**config.mk**
```make
export PLATFORM = sky130hd
export DESIGN_NAME = csp_serial_port
export DESIGN_NICKNAME = d
export VERILOG_FILES = /design/src/rtl/csp_pkg.sv /design/src/rtl/csp_tick_gen.sv /design/src/rtl/csp_fifo_mem.sv /design/src/rtl/csp_serial_port.sv
export SDC_FILE = /design/constraint.sdc
export NUM_CORES = 1
export LEC_CHECK = 0
export BUFFER_PORTS_ARGS = -buffer_cell sky130_fd_sc_hd__buf_2
export CORE_UTILIZATION = 60
export CTS_CLUSTER_SIZE = 14
export DETAILED_ROUTE_END_ITERATION = 8
export GPL_ROUTABILITY_DRIVEN = 0
export PLACE_DENSITY_LB_ADDON = 0.3
export REMOVE_ABC_BUFFERS = 1
export SLEW_MARGIN = 20
export SYNTH_ARGS = -nofsm -noshare
export SYNTH_HDL_FRONTEND = slang
export SYNTH_SLANG_ARGS = --single-unit
```
**constraint.sdc**
```tcl
create_clock -name sys_clk -period 94.9 [get_ports sys_clk]
set_input_delay 18.98 -clock sys_clk [delete_from_list [all_inputs] [get_ports sys_clk]]
set_output_delay 18.98 -clock sys_clk [all_outputs]
set_load 0.1 [all_outputs]
```
**src/rtl/csp_pkg.sv**
```systemverilog
package csp_pkg;

  // ----------------------------------------------------------------
  // Register offsets (byte addresses on APB)
  // ----------------------------------------------------------------
  localparam logic [7:0] CSP_CTRL_OFS = 8'h00;
  localparam logic [7:0] CSP_STAT_OFS = 8'h04;
  localparam logic [7:0] CSP_IEN_OFS  = 8'h08;
  localparam logic [7:0] CSP_ICLR_OFS = 8'h0c;
  localparam logic [7:0] CSP_TXD_OFS  = 8'h10;
  localparam logic [7:0] CSP_RXD_OFS  = 8'h14;
  localparam logic [7:0] CSP_LINE_OFS = 8'h18;

  // ----------------------------------------------------------------
  // Control register layout and reset value
  // ----------------------------------------------------------------
  localparam int CSP_BAUD_LSB  = 0;
  localparam int CSP_PAR_LSB   = 4;
  localparam int CSP_WID_LSB   = 7;
  localparam int CSP_STOP_BIT  = 9;
  localparam int CSP_EXT_BIT   = 10;
  localparam int CSP_RS232_BIT = 11;
  localparam int CSP_THR_LSB   = 12;
  localparam int CSP_DISC_BIT  = 14;
  localparam int CSP_DCDEN_BIT = 15;
  localparam int CSP_CTSEN_BIT = 16;
  localparam int CSP_CTRL_W    = 17;
  localparam logic [16:0] CSP_CTRL_RST = 17'h1a189;

  // ----------------------------------------------------------------
  // Interrupt status bits and error byte bits
  // ----------------------------------------------------------------
  localparam int CSP_ST_THR  = 0;
  localparam int CSP_ST_DCD  = 1;
  localparam int CSP_ST_CTS  = 2;
  localparam int CSP_ST_QOV  = 3;
  localparam int CSP_ST_TXDN = 4;
  localparam int CSP_NSTAT   = 5;
  localparam int CSP_ERR_INV  = 0;
  localparam int CSP_ERR_BRK  = 3;
  localparam int CSP_ERR_FRM  = 4;
  localparam int CSP_ERR_PAR  = 5;
  localparam int CSP_ERR_HWOV = 6;
  localparam int CSP_ERR_QOV  = 7;

  // ----------------------------------------------------------------
  // Timing and queue sizes
  // ----------------------------------------------------------------
  localparam int CSP_CLK_HZ      = 250_000_000;
  localparam int CSP_OVS         = 16;
  localparam int CSP_TS_UNIT_US  = 10;
  localparam logic [15:0] CSP_TS_MAX = 16'hffff;
  localparam int CSP_FIFO_AW     = 4;
  localparam int CSP_FIFO_W      = 32;

  typedef enum logic [2:0] {
    CSP_PAR_NONE = 3'h0, CSP_PAR_ODD = 3'h1, CSP_PAR_EVEN = 3'h2,
    CSP_PAR_ONE = 3'h3, CSP_PAR_ZERO = 3'h4
  } csp_par_t;

  typedef enum logic [2:0] {
    CSP_S_IDLE = 3'b000, CSP_S_START = 3'b001, CSP_S_DATA = 3'b011,
    CSP_S_PAR = 3'b010, CSP_S_STOP = 3'b110
  } csp_state_t;

  // Line rate in bits per second for each rate code.
  function automatic int cspBaudRate(input logic [3:0] sel);
    case (sel)
      4'h0: return 600;
      4'h1: return 1200;
      4'h2: return 1800;
      4'h3: return 2400;
      4'h4: return 4800;
      4'h5: return 9600;
      4'h6: return 19200;
      4'h7: return 38400;
      4'h8: return 57600;
      default: return 115200;
    endcase
  endfunction

  // Receive interrupt threshold in bytes for each threshold code.
  function automatic logic [4:0] cspThreshold(input logic [1:0] sel);
    case (sel)
      2'h0: return 5'h01;
      2'h1: return 5'h04;
      2'h2: return 5'h08;
      default: return 5'h0e;
    endcase
  endfunction

endpackage

```
**src/rtl/csp_tick_gen.sv**
```systemverilog
`timescale 1ns/1ps
module csp_tick_gen
  import csp_pkg::*;
(
  // Clock and reset
  input  wire logic        sys_clk,
  input  wire logic        sys_rst,
  // Rate
  input  wire logic [15:0] divisor,
  output logic             tick
);
  logic [15:0] count;
  wire         wrap = (count >= divisor - 16'h0001);

  // Free running divider; a rate change takes effect within one period.
  always_ff @(posedge sys_clk)
  begin
    if (sys_rst) count <= 16'h0000;
    else         count <= wrap ? 16'h0000 : count + 16'h0001;
  end

  assign tick = wrap;
endmodule

```
**src/rtl/csp_fifo_mem.sv**
```systemverilog
`timescale 1ns/1ps
module csp_fifo_mem
  import csp_pkg::*;
(
  // Clock
  input  wire logic                   sys_clk,
  // Write side
  input  wire logic                   wrEn,
  input  wire logic [CSP_FIFO_AW-1:0] wrAddr,
  input  wire logic [CSP_FIFO_W-1:0]  wrData,
  // Read side, data one cycle after the address
  input  wire logic [CSP_FIFO_AW-1:0] rdAddr,
  output logic      [CSP_FIFO_W-1:0]  rdData
);
  logic [CSP_FIFO_W-1:0] mem [2**CSP_FIFO_AW];

  // Registered read keeps the array mappable onto block memory.
  always_ff @(posedge sys_clk)
  begin
    if (wrEn) mem[wrAddr] <= wrData;
    rdData <= mem[rdAddr];
  end
endmodule

```
**src/rtl/csp_serial_port.sv**
```systemverilog
`timescale 1ns/1ps
module csp_serial_port
  import csp_pkg::*;
#(
  parameter int CLK_HZ = CSP_CLK_HZ
)
(
  // Clock and reset
  input  wire logic        sys_clk,
  input  wire logic        sys_rst,
  // APB slave
  input  wire logic        psel,
  input  wire logic        penable,
  input  wire logic        pwrite,
  input  wire logic [7:0]  paddr,
  input  wire logic [31:0] pwdata,
  output logic      [31:0] prdata,
  output logic             pready,
  output logic             pslverr,
  // Serial line
  input  wire logic        rxdPin,
  input  wire logic        dcdPin,
  input  wire logic        ctsPin,
  output logic             txdPin,
  output logic             rs485De,
  // Events and interrupt
  output logic             carrierEvent,
  output logic             ctsEvent,
  output logic             irq
);
  // ----------------------------------------------------------------
  // Timing constants
  // ----------------------------------------------------------------
  localparam int TS_CYC = CLK_HZ / 1_000_000 * CSP_TS_UNIT_US;

  // ----------------------------------------------------------------
  // Registers and bus decode
  // ----------------------------------------------------------------
  logic [CSP_CTRL_W-1:0] ctrl;
  logic [CSP_NSTAT-1:0]  stat;
  logic [CSP_NSTAT-1:0]  ien;
  logic                  waitDone;
  logic [4:0]            count;
  logic [4:0]            cntSeen;
  logic [CSP_FIFO_AW-1:0] wrPtr;
  logic [CSP_FIFO_AW-1:0] rdPtr;
  logic [CSP_FIFO_W-1:0]  rdWord;
  csp_state_t            txState;
  logic                  rxSync;
  logic                  dcdSync;
  logic                  ctsSync;

  wire        access   = psel & penable & waitDone;
  wire        wrAcc    = access & pwrite;
  wire        rdAcc    = access & ~pwrite;
  wire        selCtrl  = (paddr == CSP_CTRL_OFS);
  wire        selStat  = (paddr == CSP_STAT_OFS);
  wire        selIen   = (paddr == CSP_IEN_OFS);
  wire        selIclr  = (paddr == CSP_ICLR_OFS);
  wire        selTxd   = (paddr == CSP_TXD_OFS);
  wire        selRxd   = (paddr == CSP_RXD_OFS);
  wire        selLine  = (paddr == CSP_LINE_OFS);
  wire        mapped   = selCtrl | selStat | selIen | selIclr | selTxd | selRxd | selLine;
  wire        txBusy   = (txState != CSP_S_IDLE);
  wire        txStart  = wrAcc & selTxd & ~txBusy;
  wire        rxAvail  = (cntSeen != 5'h00) & (count != 5'h00);
  wire        pop      = rdAcc & selRxd & rxAvail;
  wire        extMode  = ctrl[CSP_EXT_BIT];
  wire        rs232    = ctrl[CSP_RS232_BIT];
  wire [1:0]  widSel   = ctrl[CSP_WID_LSB +: 2];
  wire [2:0]  lastBit  = {1'b1, widSel};                          // Width minus one.
  wire [2:0]  parSel   = ctrl[CSP_PAR_LSB +: 3];
  wire        parOn    = (parSel != CSP_PAR_NONE);
  wire [5:0]  stopTk   = ~ctrl[CSP_STOP_BIT] ? 6'd16 :
                         (widSel == 2'h0) ? 6'd24 : 6'd32;
  wire [15:0] divisor  = 16'(CLK_HZ / (CSP_OVS * cspBaudRate(ctrl[CSP_BAUD_LSB +: 4])));
  wire [31:0] rxdWord  = extMode ? rdWord : {24'h000000, rdWord[7:0]};

  // Parity of the character bits that are in use, in the selected mode.
  function automatic logic parityOf(input logic [7:0] d, input logic [2:0] lb,
                                    input logic [2:0] mode);
    logic x;
    x = 1'b0;
    for (int i = 0; i < 8; i++)
      if (3'(i) <= lb) x = x ^ d[i];
    case (mode)
      CSP_PAR_ODD:  return ~x;
      CSP_PAR_EVEN: return x;
      CSP_PAR_ONE:  return 1'b1;
      default:      return 1'b0;
    endcase
  endfunction

  // One wait state on every access; the memory read data settles in it.
  always_ff @(posedge sys_clk)
  begin
    if (sys_rst) waitDone <= 1'b0;
    else         waitDone <= psel & penable & ~waitDone;
  end

  assign pready  = psel & penable & waitDone;
  assign pslverr = access & (~mapped | (pwrite & selTxd & txBusy) |
                   (pwrite & (selStat | selRxd | selLine)));

  // Read data is captured in the wait state, so it comes from a flop.
  wire [31:0] next_prdata =
    selCtrl ? 32'(ctrl) :
    selStat ? 32'(stat) :
    selIen  ? 32'(ien) :
    (selRxd & rxAvail) ? rxdWord :
    selLine ? {22'h000000, count, txBusy, ctsSync, dcdSync, rxSync, rxAvail} :
    32'h00000000;

  always_ff @(posedge sys_clk)
  begin
    if (sys_rst)                               prdata <= 32'h00000000;
    else if (psel & penable & ~waitDone & ~pwrite) prdata <= next_prdata;
  end

  // Configuration; a control write is a reconfiguration that restarts silence timing.
  always_ff @(posedge sys_clk)
  begin
    if (sys_rst)
    begin
      ctrl <= CSP_CTRL_RST;
      ien  <= '0;
    end
    else
    begin
      if (wrAcc & selCtrl) ctrl <= pwdata[CSP_CTRL_W-1:0];
      if (wrAcc & selIen)  ien  <= pwdata[CSP_NSTAT-1:0];
    end
  end

  // ----------------------------------------------------------------
  // Pin synchronisers and modem line events
  // ----------------------------------------------------------------
  logic [1:0] rxMeta;
  logic [1:0] dcdMeta;
  logic [1:0] ctsMeta;
  logic       dcdLast;
  logic       ctsLast;

  // Two flops per pin; a third stage on DCD and CTS holds the previous level for edges.
  always_ff @(posedge sys_clk)
  begin
    if (sys_rst)
    begin
      rxMeta <= 2'b11;
      dcdMeta <= 2'b00;
      ctsMeta <= 2'b00;
      dcdLast <= 1'b0;
      ctsLast <= 1'b0;
    end
    else
    begin
      rxMeta  <= {rxMeta[0], rxdPin};
      dcdMeta <= {dcdMeta[0], dcdPin};
      ctsMeta <= {ctsMeta[0], ctsPin};
      dcdLast <= dcdMeta[1];
      ctsLast <= ctsMeta[1];
    end
  end

  assign rxSync  = rxMeta[1];
  assign dcdSync = dcdMeta[1];
  assign ctsSync = ctsMeta[1];
  assign carrierEvent = ctrl[CSP_DCDEN_BIT] & (dcdSync ^ dcdLast);
  assign ctsEvent     = ctrl[CSP_CTSEN_BIT] & (ctsSync ^ ctsLast);

  // ----------------------------------------------------------------
  // Oversampling tick and silence timer
  // ----------------------------------------------------------------
  logic        tick;
  logic [11:0] usCnt;
  logic [15:0] silence;
  logic        rxDone;
  logic        txDone;

  csp_tick_gen u_tick (
    .sys_clk (sys_clk),
    .sys_rst (sys_rst),
    .divisor (divisor),
    .tick    (tick)
  );

  wire tsTick    = (usCnt == 12'(TS_CYC - 1));
  wire tsRestart = rxDone | txDone | (wrAcc & selCtrl);

  // Silence counter saturates rather than wrapping, so long gaps stay long.
  always_ff @(posedge sys_clk)
  begin
    if (sys_rst | tsRestart)
    begin
      usCnt   <= 12'h000;
      silence <= 16'h0000;
    end
    else
    begin
      usCnt <= tsTick ? 12'h000 : usCnt + 12'h001;
      if (tsTick & (silence != CSP_TS_MAX)) silence <= silence + 16'h0001;
    end
  end

  // ----------------------------------------------------------------
  // Receiver
  // ----------------------------------------------------------------
  csp_state_t  rxState;
  logic [3:0]  rxTk;
  logic [2:0]  rxIdx;
  logic [7:0]  rxData;
  logic        rxPar;
  logic        rxZero;
  logic        rxStop;
  logic [15:0] tsCap;
  logic        hwOvPend;

  wire rxMid = tick & (rxTk == 4'hf);

  // Start is confirmed at mid bit; data, parity and stop sampled mid bit.
  always_ff @(posedge sys_clk)
  begin
    if (sys_rst | (wrAcc & selCtrl))
    begin
      rxState <= CSP_S_IDLE;
      rxTk <= 4'h0;
      rxIdx <= 3'h0;
      rxData <= 8'h00;
      rxPar <= 1'b0;
      rxZero <= 1'b1;
      rxStop <= 1'b1;
      tsCap <= 16'h0000;
    end
    else
    begin
      if (tick) rxTk <= rxTk + 4'h1;
      unique case (rxState)
        CSP_S_IDLE:
          if (~rxSync)
          begin
            rxState <= CSP_S_START;
            rxTk <= 4'h0;
          end
        CSP_S_START:
          if (tick & (rxTk == 4'h7))
          begin
            rxState <= rxSync ? CSP_S_IDLE : CSP_S_DATA;
            rxTk <= 4'h0;
            rxIdx <= 3'h0;
            rxData <= 8'h00;
            rxZero <= 1'b1;
            tsCap <= silence;
          end
        CSP_S_DATA:
          if (rxMid)
          begin
            rxData[rxIdx] <= rxSync;
            rxZero <= rxZero & ~rxSync;
            rxIdx <= rxIdx + 3'h1;
            if (rxIdx == lastBit) rxState <= parOn ? CSP_S_PAR : CSP_S_STOP;
          end
        CSP_S_PAR:
          if (rxMid)
          begin
            rxPar <= rxSync;
            rxZero <= rxZero & ~rxSync;
            rxState <= CSP_S_STOP;
          end
        CSP_S_STOP:
          if (rxMid)
          begin
            rxStop <= rxSync;
            rxState <= CSP_S_IDLE;
          end
        default: rxState <= CSP_S_IDLE;
      endcase
    end
  end

  // Pulse marking a finished character; the flags it uses are now stable.
  always_ff @(posedge sys_clk)
  begin
    if (sys_rst) rxDone <= 1'b0;
    else         rxDone <= rxMid & (rxState == CSP_S_STOP) & ~(wrAcc & selCtrl);
  end

  // ----------------------------------------------------------------
  // Receive queue
  // ----------------------------------------------------------------
  wire       full    = (count == 5'h10);
  wire       drop    = ctrl[CSP_DISC_BIT] & rs232 & txBusy;
  wire       push    = rxDone & ~drop;
  wire       ovWrite = push & full & ~pop;                        // Oldest entry is lost.
  wire [4:0] thr     = cspThreshold(ctrl[CSP_THR_LSB +: 2]);
  wire       brkErr  = rxZero & ~rxStop;
  wire       frmErr  = ~rxStop;
  wire       parErr  = parOn & (rxPar != parityOf(rxData, lastBit, parSel));
  wire [4:0] next_count = count + 5'(push & ~ovWrite) - 5'(pop);

  logic [7:0] errByte;
  always_comb
  begin
    errByte = 8'h00;
    errByte[CSP_ERR_BRK]  = brkErr;
    errByte[CSP_ERR_FRM]  = frmErr;
    errByte[CSP_ERR_PAR]  = parErr;
    errByte[CSP_ERR_HWOV] = hwOvPend;
    errByte[CSP_ERR_QOV]  = full & ~pop;
    errByte[CSP_ERR_INV]  = brkErr | frmErr | parErr;
  end

  csp_fifo_mem u_mem (
    .sys_clk (sys_clk),
    .wrEn    (push),
    .wrAddr  (wrPtr),
    .wrData  ({tsCap, errByte, rxData}),
    .rdAddr  (rdPtr),
    .rdData  (rdWord)
  );

  // A full queue keeps the newest character and drops the oldest unread one.
  always_ff @(posedge sys_clk)
  begin
    if (sys_rst)
    begin
      wrPtr <= '0;
      rdPtr <= '0;
      count <= 5'h00;
      cntSeen <= 5'h00;
      hwOvPend <= 1'b0;
    end
    else
    begin
      if (push) wrPtr <= wrPtr + 1'b1;
      if (pop | ovWrite) rdPtr <= rdPtr + 1'b1;
      count <= next_count;
      cntSeen <= count;
      if (ovWrite) hwOvPend <= 1'b1;
      else if (push) hwOvPend <= 1'b0;
    end
  end

  // ----------------------------------------------------------------
  // Transmitter
  // ----------------------------------------------------------------
  logic [7:0] txData;
  logic [5:0] txTk;
  logic [2:0] txIdx;
  logic       txPar;

  wire txBitEnd = tick & (txTk == 6'd15);

  // Bits last sixteen ticks; only the stop length varies.
  always_ff @(posedge sys_clk)
  begin
    if (sys_rst)
    begin
      txState <= CSP_S_IDLE;
      txTk <= 6'h00;
      txIdx <= 3'h0;
      txData <= 8'h00;
      txPar <= 1'b0;
      txDone <= 1'b0;
    end
    else
    begin
      txDone <= 1'b0;
      if (tick) txTk <= txTk + 6'h01;
      unique case (txState)
        CSP_S_IDLE:
          if (txStart)
          begin
            txData <= pwdata[7:0];
            txPar <= parityOf(pwdata[7:0], lastBit, parSel);
            txTk <= 6'h00;
            txIdx <= 3'h0;
            txState <= CSP_S_START;
          end
        CSP_S_START:
          if (txBitEnd)
          begin
            txTk <= 6'h00;
            txState <= CSP_S_DATA;
          end
        CSP_S_DATA:
          if (txBitEnd)
          begin
            txTk <= 6'h00;
            txIdx <= txIdx + 3'h1;
            if (txIdx == lastBit) txState <= parOn ? CSP_S_PAR : CSP_S_STOP;
          end
        CSP_S_PAR:
          if (txBitEnd)
          begin
            txTk <= 6'h00;
            txState <= CSP_S_STOP;
          end
        CSP_S_STOP:
          if (tick & (txTk == stopTk - 6'h01))
          begin
            txState <= CSP_S_IDLE;
            txDone <= 1'b1;
          end
        default: txState <= CSP_S_IDLE;
      endcase
    end
  end

  // Line level from the current transmit state; idle line is high.
  always_ff @(posedge sys_clk)
  begin
    if (sys_rst)
    begin
      txdPin <= 1'b1;
      rs485De <= 1'b0;
    end
    else
    begin
      txdPin <= (txState == CSP_S_START) ? 1'b0 :
                (txState == CSP_S_DATA)  ? txData[txIdx] :
                (txState == CSP_S_PAR)   ? txPar : 1'b1;
      rs485De <= txBusy & ~rs232;
    end
  end

  // ----------------------------------------------------------------
  // Interrupt status
  // ----------------------------------------------------------------
  logic [CSP_NSTAT-1:0] evt;
  always_comb
  begin
    evt[CSP_ST_THR]  = push & (next_count == thr);
    evt[CSP_ST_DCD]  = carrierEvent;
    evt[CSP_ST_CTS]  = ctsEvent;
    evt[CSP_ST_QOV]  = ovWrite;
    evt[CSP_ST_TXDN] = txDone;
  end

  wire [CSP_NSTAT-1:0] clr = (wrAcc & selIclr) ? pwdata[CSP_NSTAT-1:0] : '0;

  // A new event in the clearing cycle survives the clear.
  always_ff @(posedge sys_clk)
  begin
    if (sys_rst) stat <= '0;
    else         stat <= (stat & ~clr) | evt;
  end

  assign irq = |(stat & ien);
endmodule

```
==> metrics.md, run 1 <==
| Metric | Value |
|---|---|
| R2R cell count | `302` |
| Placed Instances | `approximately 5,000` |
| Synthesized-area fraction occupied by adder cells | `0.0799` |
| Avg Cell Area, Syn | `10.6 um2` |
| FMAX | `between 10 and 15 MHz` |
| Worst-path clk slew | `0.06 ns` |
| Clk sinks | `717` |
| Die height | `271 um` |
| R2r setup slk | `25.77 ns` |
| Pwr dens | `roughly 14 mW/mm2` |
| Fill cell count | `5,295` |
| Fin. max-slew vios | `0` |
| Compound-Gate Fraction of Synth Area | `0.151` |
| Arrival time worst endpoint | `roughly 70 ns` |
| Io pins | `87` |
| Setup Buffers After CTS | `0` |
| Critical Path Fanout Max | `28` |
| Vias in the first global route | `31,800` |
| Area grow syn2layout | `8.49%` |
| Drt pass-1 iters | `6` |
| Period utilization | `0.728` |
| Area occupied by multi-input gates | `approximately 0.023 mm2` |
| Crit-path most repeated cell | `a21oi_1` |
| Primary FF master, synth | `edfxtp_1` |
| FP Rows | `98` |
| Clk_lat worst skew | `around 0.63 ns` |
| Mux contribution to synthesized area | `0.105` |
| Initial antenna violation count | `15` |
| Most common cell after layout, fill and taps aside | `edfxtp_1` |
| Resize count post-CTS | `0` |
| DR vias/cell | `6.52` |
| # H-tree levels | `3` |
| TritonCTS clock tree | `yes` |
| Cts bufs inserted | `68` |
| Routed wire length per instance | `22.9 um` |
| Slew margin rel. | `0.261` |
| Max_cap viols | `0` |
| Ys Warns | `0` |
| Grt ovf | `0` |
| Final std cells w/o fill | `5,130` |
| RR Endpoint | `rxData[2]` |
| Simple-Gate Fraction of Synth Area | `0.152` |
| First-pass GRT wire length | `181,000 um` |
| Final antenna-violating net count | `0` |
| Final min period | `69.13 ns` |
| Number of synthesized register bits | `717` |
| Sequential share of the synthesized area | `0.443` |
| Mapped Area | `~0.043 mm2` |
| Leak | `around 17 nW` |
| Clock skew | `0.0415 ns` |
| Pin count of the biggest net entering global routing | `80` |
| # port buffers | `71` |
| Final Hold Fails | `0` |
| CP Data Required Time | `95.44 ns` |
| Core box area | `0.0714 mm2` |
| Critical Path End Type | `flip-flop` |
| DRC violations left | `0` |
| RSZ-0062 raised after global routing | `no` |
| Die W | `about 270 um` |
| Crit start category | `flip-flop` |
| Die area | `0.0732 mm2` |
| Total track usage | `0.318` |
| Xor/xnor share of the synthesized area | `0.0439` |
| Status | `complete, no violations` |
| CTS Buffer Depth | `3` |
| DRT iter0 DRCs | `3,504` |
| Highest-delay cell along the critical path | `nand2b_1` |
| Hold_buf cts | `0` |
| CP Class | `reg -> reg` |
| Root Buffer Master | `clkbuf_16` |
| Register area | `0.0192 mm2` |
| Most frequent cells in the layout | `edfxtp_1, nor2_1, nand2_1, ha_1, a21oi_1` |
| DP Wirelength | `76,400 um` |
| Post-synth EDFFs | `between 400 and 500` |
| CP max stage delay | `0.84 ns` |
| Post-layout nets | `4,441` |
| Final setup viols | `0` |
| Setup Total Neg Slack | `0 ns` |
| Peak VDD IR | `0.0000208 V` |
| Async S/R FF share, synth | `0` |
| Initial Util | `0.606` |
| Worst Setup EP | `rxData[2]` |
| Mapped Cells | `4,074` |
| Routed Wire Length | `around 120,000 um` |
| Worst Hold Class | `reg -> reg` |
| Worst-Margin Slew | `1.11 ns` |
| Share of layout cells above drive strength 1 | `0.133` |
| Synth unique cells | `126` |
| Total number of vias | `33,400` |
| Largest family of logic cells by synthesized area | `simple AND/OR/NAND/NOR gates` |
[cells in the mapped netlist (92+ instances only)]
cell / count / area [um2]
nand2_1: 333 / 1250
nor3_1: 92 / 460
nor2_1: 434 / 1630
o21ai_0: 191 / 956
nand3_1: 99 / 495
edfxtp_1: 480 / 14400
a21oi_1: 271 / 1360
ha_1: 274 / 3430
mux4_2: 152 / 3420
xnor2_1: 131 / 1150
nand2b_1: 96 / 601
clkbuf_1: 110 / 413
inv_1: 125 / 469
dfxtp_1: 237 / 4740
[metal layers]
layer / part of all wire / GRT usage / wire [um] / vias to the layer above
li1: - / - / - / 15400
met1: 0.40 / 0.418 / 47200 / 16100
met2: 0.47 / 0.515 / 55200 / 1566
met3: 0.089 / 0.0597 / 10400 / 312
met4: 0.041 / 0.137 / 4800 / 16
met5: 0.00076 / 0 / 89 / -
[stage by stage]
stage | area, um2 | setup slack [ns] | util | power (mW) | hold WS (ns)
after floorplan | 42600 | 34.39 | - | 0.366 | 0.389
after global placement | 44800 | 27.64 | 0.627 | 0.376 | 0.416
after detailed placement | 44800 | 27.07 | 0.627 | 0.377 | 0.412
after CTS | 46900 | 26.69 | 0.657 | 0.637 | 0.427
after global routing | 46900 | 19.80 | 0.657 | 0.653 | 0.444
final | 46900 | 25.77 | 0.658 | 0.636 | 0.423
[report_power, final]
group | switching [mW] | internal [mW] | total [mW] | leakage [nW]
clock | 0.121 | 0.144 | 0.265 | 1.04
sequential | 0.000698 | 0.329 | 0.330 | 6.62
combinational | 0.0248 | 0.0159 | 0.0407 | 9.58
[worst min path at each step]
stage                          from   endpoint  depth (start not counted)
after floorplan           rxMeta[0]  rxMeta[1]                          1
after global placement    rxMeta[0]  rxMeta[1]                          1
after detailed placement  rxMeta[0]  rxMeta[1]                          1
after CTS                 rxMeta[0]  rxMeta[1]                          1
after global routing      rxMeta[0]  rxMeta[1]                          1
final                     rxMeta[0]  rxMeta[1]                          1
[layout make-up]
type,instances,area share
Clock buffer,103,0.0406
Inverter,129,0.0103
Sequential cell,717,0.408
Timing Repair Buffer,126,0.0164
Multi-Input combinational cell,3076,0.493
Antenna cell,8,0.000427
Clock inverter,21,0.00541
Tap cell,950,0.0253
[worst max-delay path, delay by kind of cell, from the launching register on]
kind            cells  cell delay, ns
fa+ha+maj          25            8.17
compound gates    164           37.01
buf+inv            12            2.87
simple gates       95           18.71
mux                 6            1.71
flops               1            0.39
[sequential cells by signal, indices dropped and copies added, names as in the netlist, 3 cells and up, named ones only]
register / flops
count: 5
tsCap: 16
rxState: 3
txTk: 6
ien: 5
silence: 16
rxData: 8
wrPtr: 4
txState: 3
usCnt: 12
ctrl: 17
cntSeen: 5
stat: 5
u_mem.mem: 480
prdata: 32
u_tick.count: 16
txIdx: 3
txData: 8
rxTk: 4
u_mem.rdData: 30
rxIdx: 3
rdPtr: 4
[cells by family after synthesis]
group,Yosys count
adder cells (fa/ha/maj),276
buffers and inverters,281
other,1
AO/OA/AOI/OAI,975
flip-flops,717
AND/OR/NAND/NOR,1354
XOR/XNOR,217
multiplexers,253
Power figures use the tool's default switching activity.
==> run 2: changes to the inputs <==
Clock period 94.9 ns to 66.9 ns, I/O delays scaled along.
==> metrics.md, run 2 (synthesis gave the netlist of run 1 again) <==
| Metric | Value |
|---|---|
| Clk_lat worst skew | `0.63 ns (about the same)` |
| Arrival time worst endpoint | `62.87 ns (was 69.67 ns)` |
| R2r setup slk | `4.53 ns (was 25.77 ns)` |
| Pin count of the biggest net entering global routing | `84 (was 80)` |
| DRT iter0 DRCs | `3,148 (was 3,504)` |
| Levels on crit path | `314 (was 302)` |
| RR Endpoint | `rxData[1] (was rxData[2])` |
| Drt pass-1 iters | `7 (was 6)` |
| Die W | `271 um (unchanged)` |
| Period utilization | `0.932 (was 0.728)` |
| Routed Wire Length | `117,000 um (was 118,000 um)` |
| Clock skew | `0.0403 ns (was 0.0415 ns)` |
| Min Hold Slack | `0.433 ns (was 0.423 ns)` |
| Buffer and inverter count on the worst path | `17 (was 12)` |
| Reg with most FFs | `u_mem.mem (unchanged)` |
| Tot Pwr | `891 uW (was 636 uW)` |
| DRC violations left | `0 (unchanged)` |
| First-pass GRT wire length | `180,000 um (was 181,000 um)` |
| Clk sinks | `717 (unchanged)` |
| Fill cell count | `5,278 (was 5,295)` |
| Final setup viols | `0 (unchanged)` |
| Hold Crit Depth | `1 (unchanged)` |
| Worst-path clk slew | `0.07 ns (was 0.06 ns)` |
| TritonCTS clock tree | `yes (unchanged)` |
| Io pins | `87 (unchanged)` |
| Share of layout cells above drive strength 1 | `0.146 (was 0.133)` |
| R2R cell count | `314 (was 302)` |
| Crit-path most repeated cell | `o21ai_0 (was a21oi_1)` |
| Routed wire length per instance | `22.7 um (was 22.9 um)` |
| Worst Setup EP | `rxData[1] (was rxData[2])` |
| FP Rows | `98 (unchanged)` |
| Cts bufs inserted | `66 (was 68)` |
| Pwr dens | `18.9 mW/mm2 (was 13.5 mW/mm2)` |
| Post-layout nets | `4,463 (was 4,441)` |
| Crit start category | `flip-flop (unchanged)` |
| Final antenna-violating net count | `0 (unchanged)` |
| FMAX | `16.0 MHz (was 14.5 MHz)` |
| Slew margin rel. | `0.237 (was 0.261)` |
| Worst Hold Class | `reg -> reg (unchanged)` |
| Hold_buf cts | `0 (unchanged)` |
| Core box area | `0.0714 mm2 (unchanged)` |
| Final Hold Fails | `0 (unchanged)` |
| Most frequent cells in the layout | `edfxtp_1, nor2_1, nand2_1, ha_1, a21oi_1 (unchanged)` |
| CP Data Required Time | `67.41 ns (was 95.44 ns)` |
| CP Class | `reg -> reg (unchanged)` |
| Largest registers | `u_mem.mem: 480 flops, prdata: 32 flops, u_mem.rdData: 30 flops (unchanged)` |
| DP Wirelength | `77,300 um (was 76,400 um)` |
| Max_cap viols | `0 (unchanged)` |
| # H-tree levels | `3 (unchanged)` |
| Grt ovf | `0 (unchanged)` |
| Critical Path Fanout Max | `23 (was 28)` |
| Final min period | `62.37 ns (was 69.13 ns)` |
| Area grow syn2layout | `9.18% (was 8.49%)` |
| Leak | `17.3 nW (was 17.2 nW)` |
| Total track usage | `0.315 (was 0.318)` |
| Worst-Margin Slew | `1.15 ns (was 1.11 ns)` |
| Total number of vias | `33,600 (was 33,400)` |
| DR vias/cell | `6.52 (about the same)` |
| Fin. max-slew vios | `0 (unchanged)` |
| Die area | `0.0732 mm2 (unchanged)` |
| Vias in the first global route | `31,800 (about the same)` |
| Initial Util | `0.606 (unchanged)` |
| Die height | `271 um (unchanged)` |
| Critical Path End Type | `flip-flop (unchanged)` |
| Peak VDD IR | `0.0000404 V (was 0.0000208 V)` |
| Status | `complete, no violations (unchanged)` |
| Initial antenna violation count | `12 (was 15)` |
| CTS Buffer Depth | `3 (unchanged)` |
| Critical path's top delay family | `compound AO/OA/AOI/OAI gates (unchanged)` |
| CP max stage delay | `0.74 ns (was 0.84 ns)` |
| Root Buffer Master | `clkbuf_16 (unchanged)` |
| Most common cell after layout, fill and taps aside | `edfxtp_1 (unchanged)` |
| # port buffers | `71 (unchanged)` |
| Highest-delay cell along the critical path | `a211oi_1 (was nand2b_1)` |
| Max FFs per register | `480 (unchanged)` |
==> run 2: changes by cell type in the layout (fill, tap and decap cells not counted), moves of 3 or more <==
cell       before  now
nor2_1        419  416
nor2_2          3    6
clkbuf_16      69   66
a21o_1         61   58
a21o_2          0    3
a21oi_2         4   10
a21oi_1       270  262
buf_4          56   78
==> run 2: repair_timing <==
action                                  CTS  global route
endpoints found under the setup margin    0            67
gates resized for setup                   0            49
setup buffers                             0             8
==> run 2: where the power goes <==
part	switching, mW	total (mW)	internal [mW]
logic	0.0361	0.0599	0.0237
registers	0.00106	0.468	0.467
clock network	0.165	0.363	0.198
total	0.202	0.891	0.689
==> run 2: final cells by class <==
class | instances | area [um2] | area share
Inverter | 129 | 488 | 0.0103
Sequential cell | 717 | 19200 | 0.406
Timing Repair Buffer | 150 | 958 | 0.0203
Clock buffer | 100 | 1850 | 0.0391
Clock inverter | 21 | 219 | 0.00464
Antenna cell | 6 | 15.0 | 0.000318
Tap cell | 950 | 1190 | 0.0252
Multi-Input combinational cell | 3076 | 23400 | 0.494
==> run 2: worst register-to-register path: cells and delay by family (launching register included) <==
kind            cells  cell delay, ns
compound gates    162           32.90
fa+ha+maj          26            7.85
buf+inv            17            3.02
flops               1            0.31
mux                 5            1.22
simple gates      104           16.91
==> run 2: per-layer routing <==
metal / track usage / part of all wire / up-vias
li1: - / - / 15500
met1: 0.426 / 0.41 / 16200
met2: 0.509 / 0.47 / 1682
met3: 0.0608 / 0.096 / 257
met4: 0.110 / 0.031 / 14
met5: 0 / 0.00096 / -
==> run 2: how the worst min path moves through the flow <==
stage	startpoint	endpoint	slack [ns]
6_report	dcdMeta[0]	dcdMeta[1]	0.43
5_1_grt	rxMeta[0]	rxMeta[1]	0.44
4_1_cts	dcdMeta[0]	dcdMeta[1]	0.43
3_5_place_dp	rxMeta[0]	rxMeta[1]	0.39
3_3_place_gp	rxMeta[0]	rxMeta[1]	0.40
2_1_floorplan	rxMeta[0]	rxMeta[1]	0.39
==> run 2: per-stage QoR <==
| stage | cell area [um2] | setup slack (ns) | TNS, ns | utilization | cells |
|---|---|---|---|---|---|
| after floorplan | 42600 | 6.39 | 0 | - | 3922 |
| after global placement | 44900 | 2.77 | 0 | 0.629 | 5014 |
| after detailed placement | 44900 | 2.29 | 0 | 0.629 | 5014 |
| after CTS | 46900 | 1.82 | 0 | 0.658 | 5135 |
| after global routing | 47200 | -0.0642 | -0.115 | 0.662 | 5145 |
| final | 47200 | 4.53 | 0 | 0.662 | 5149 |
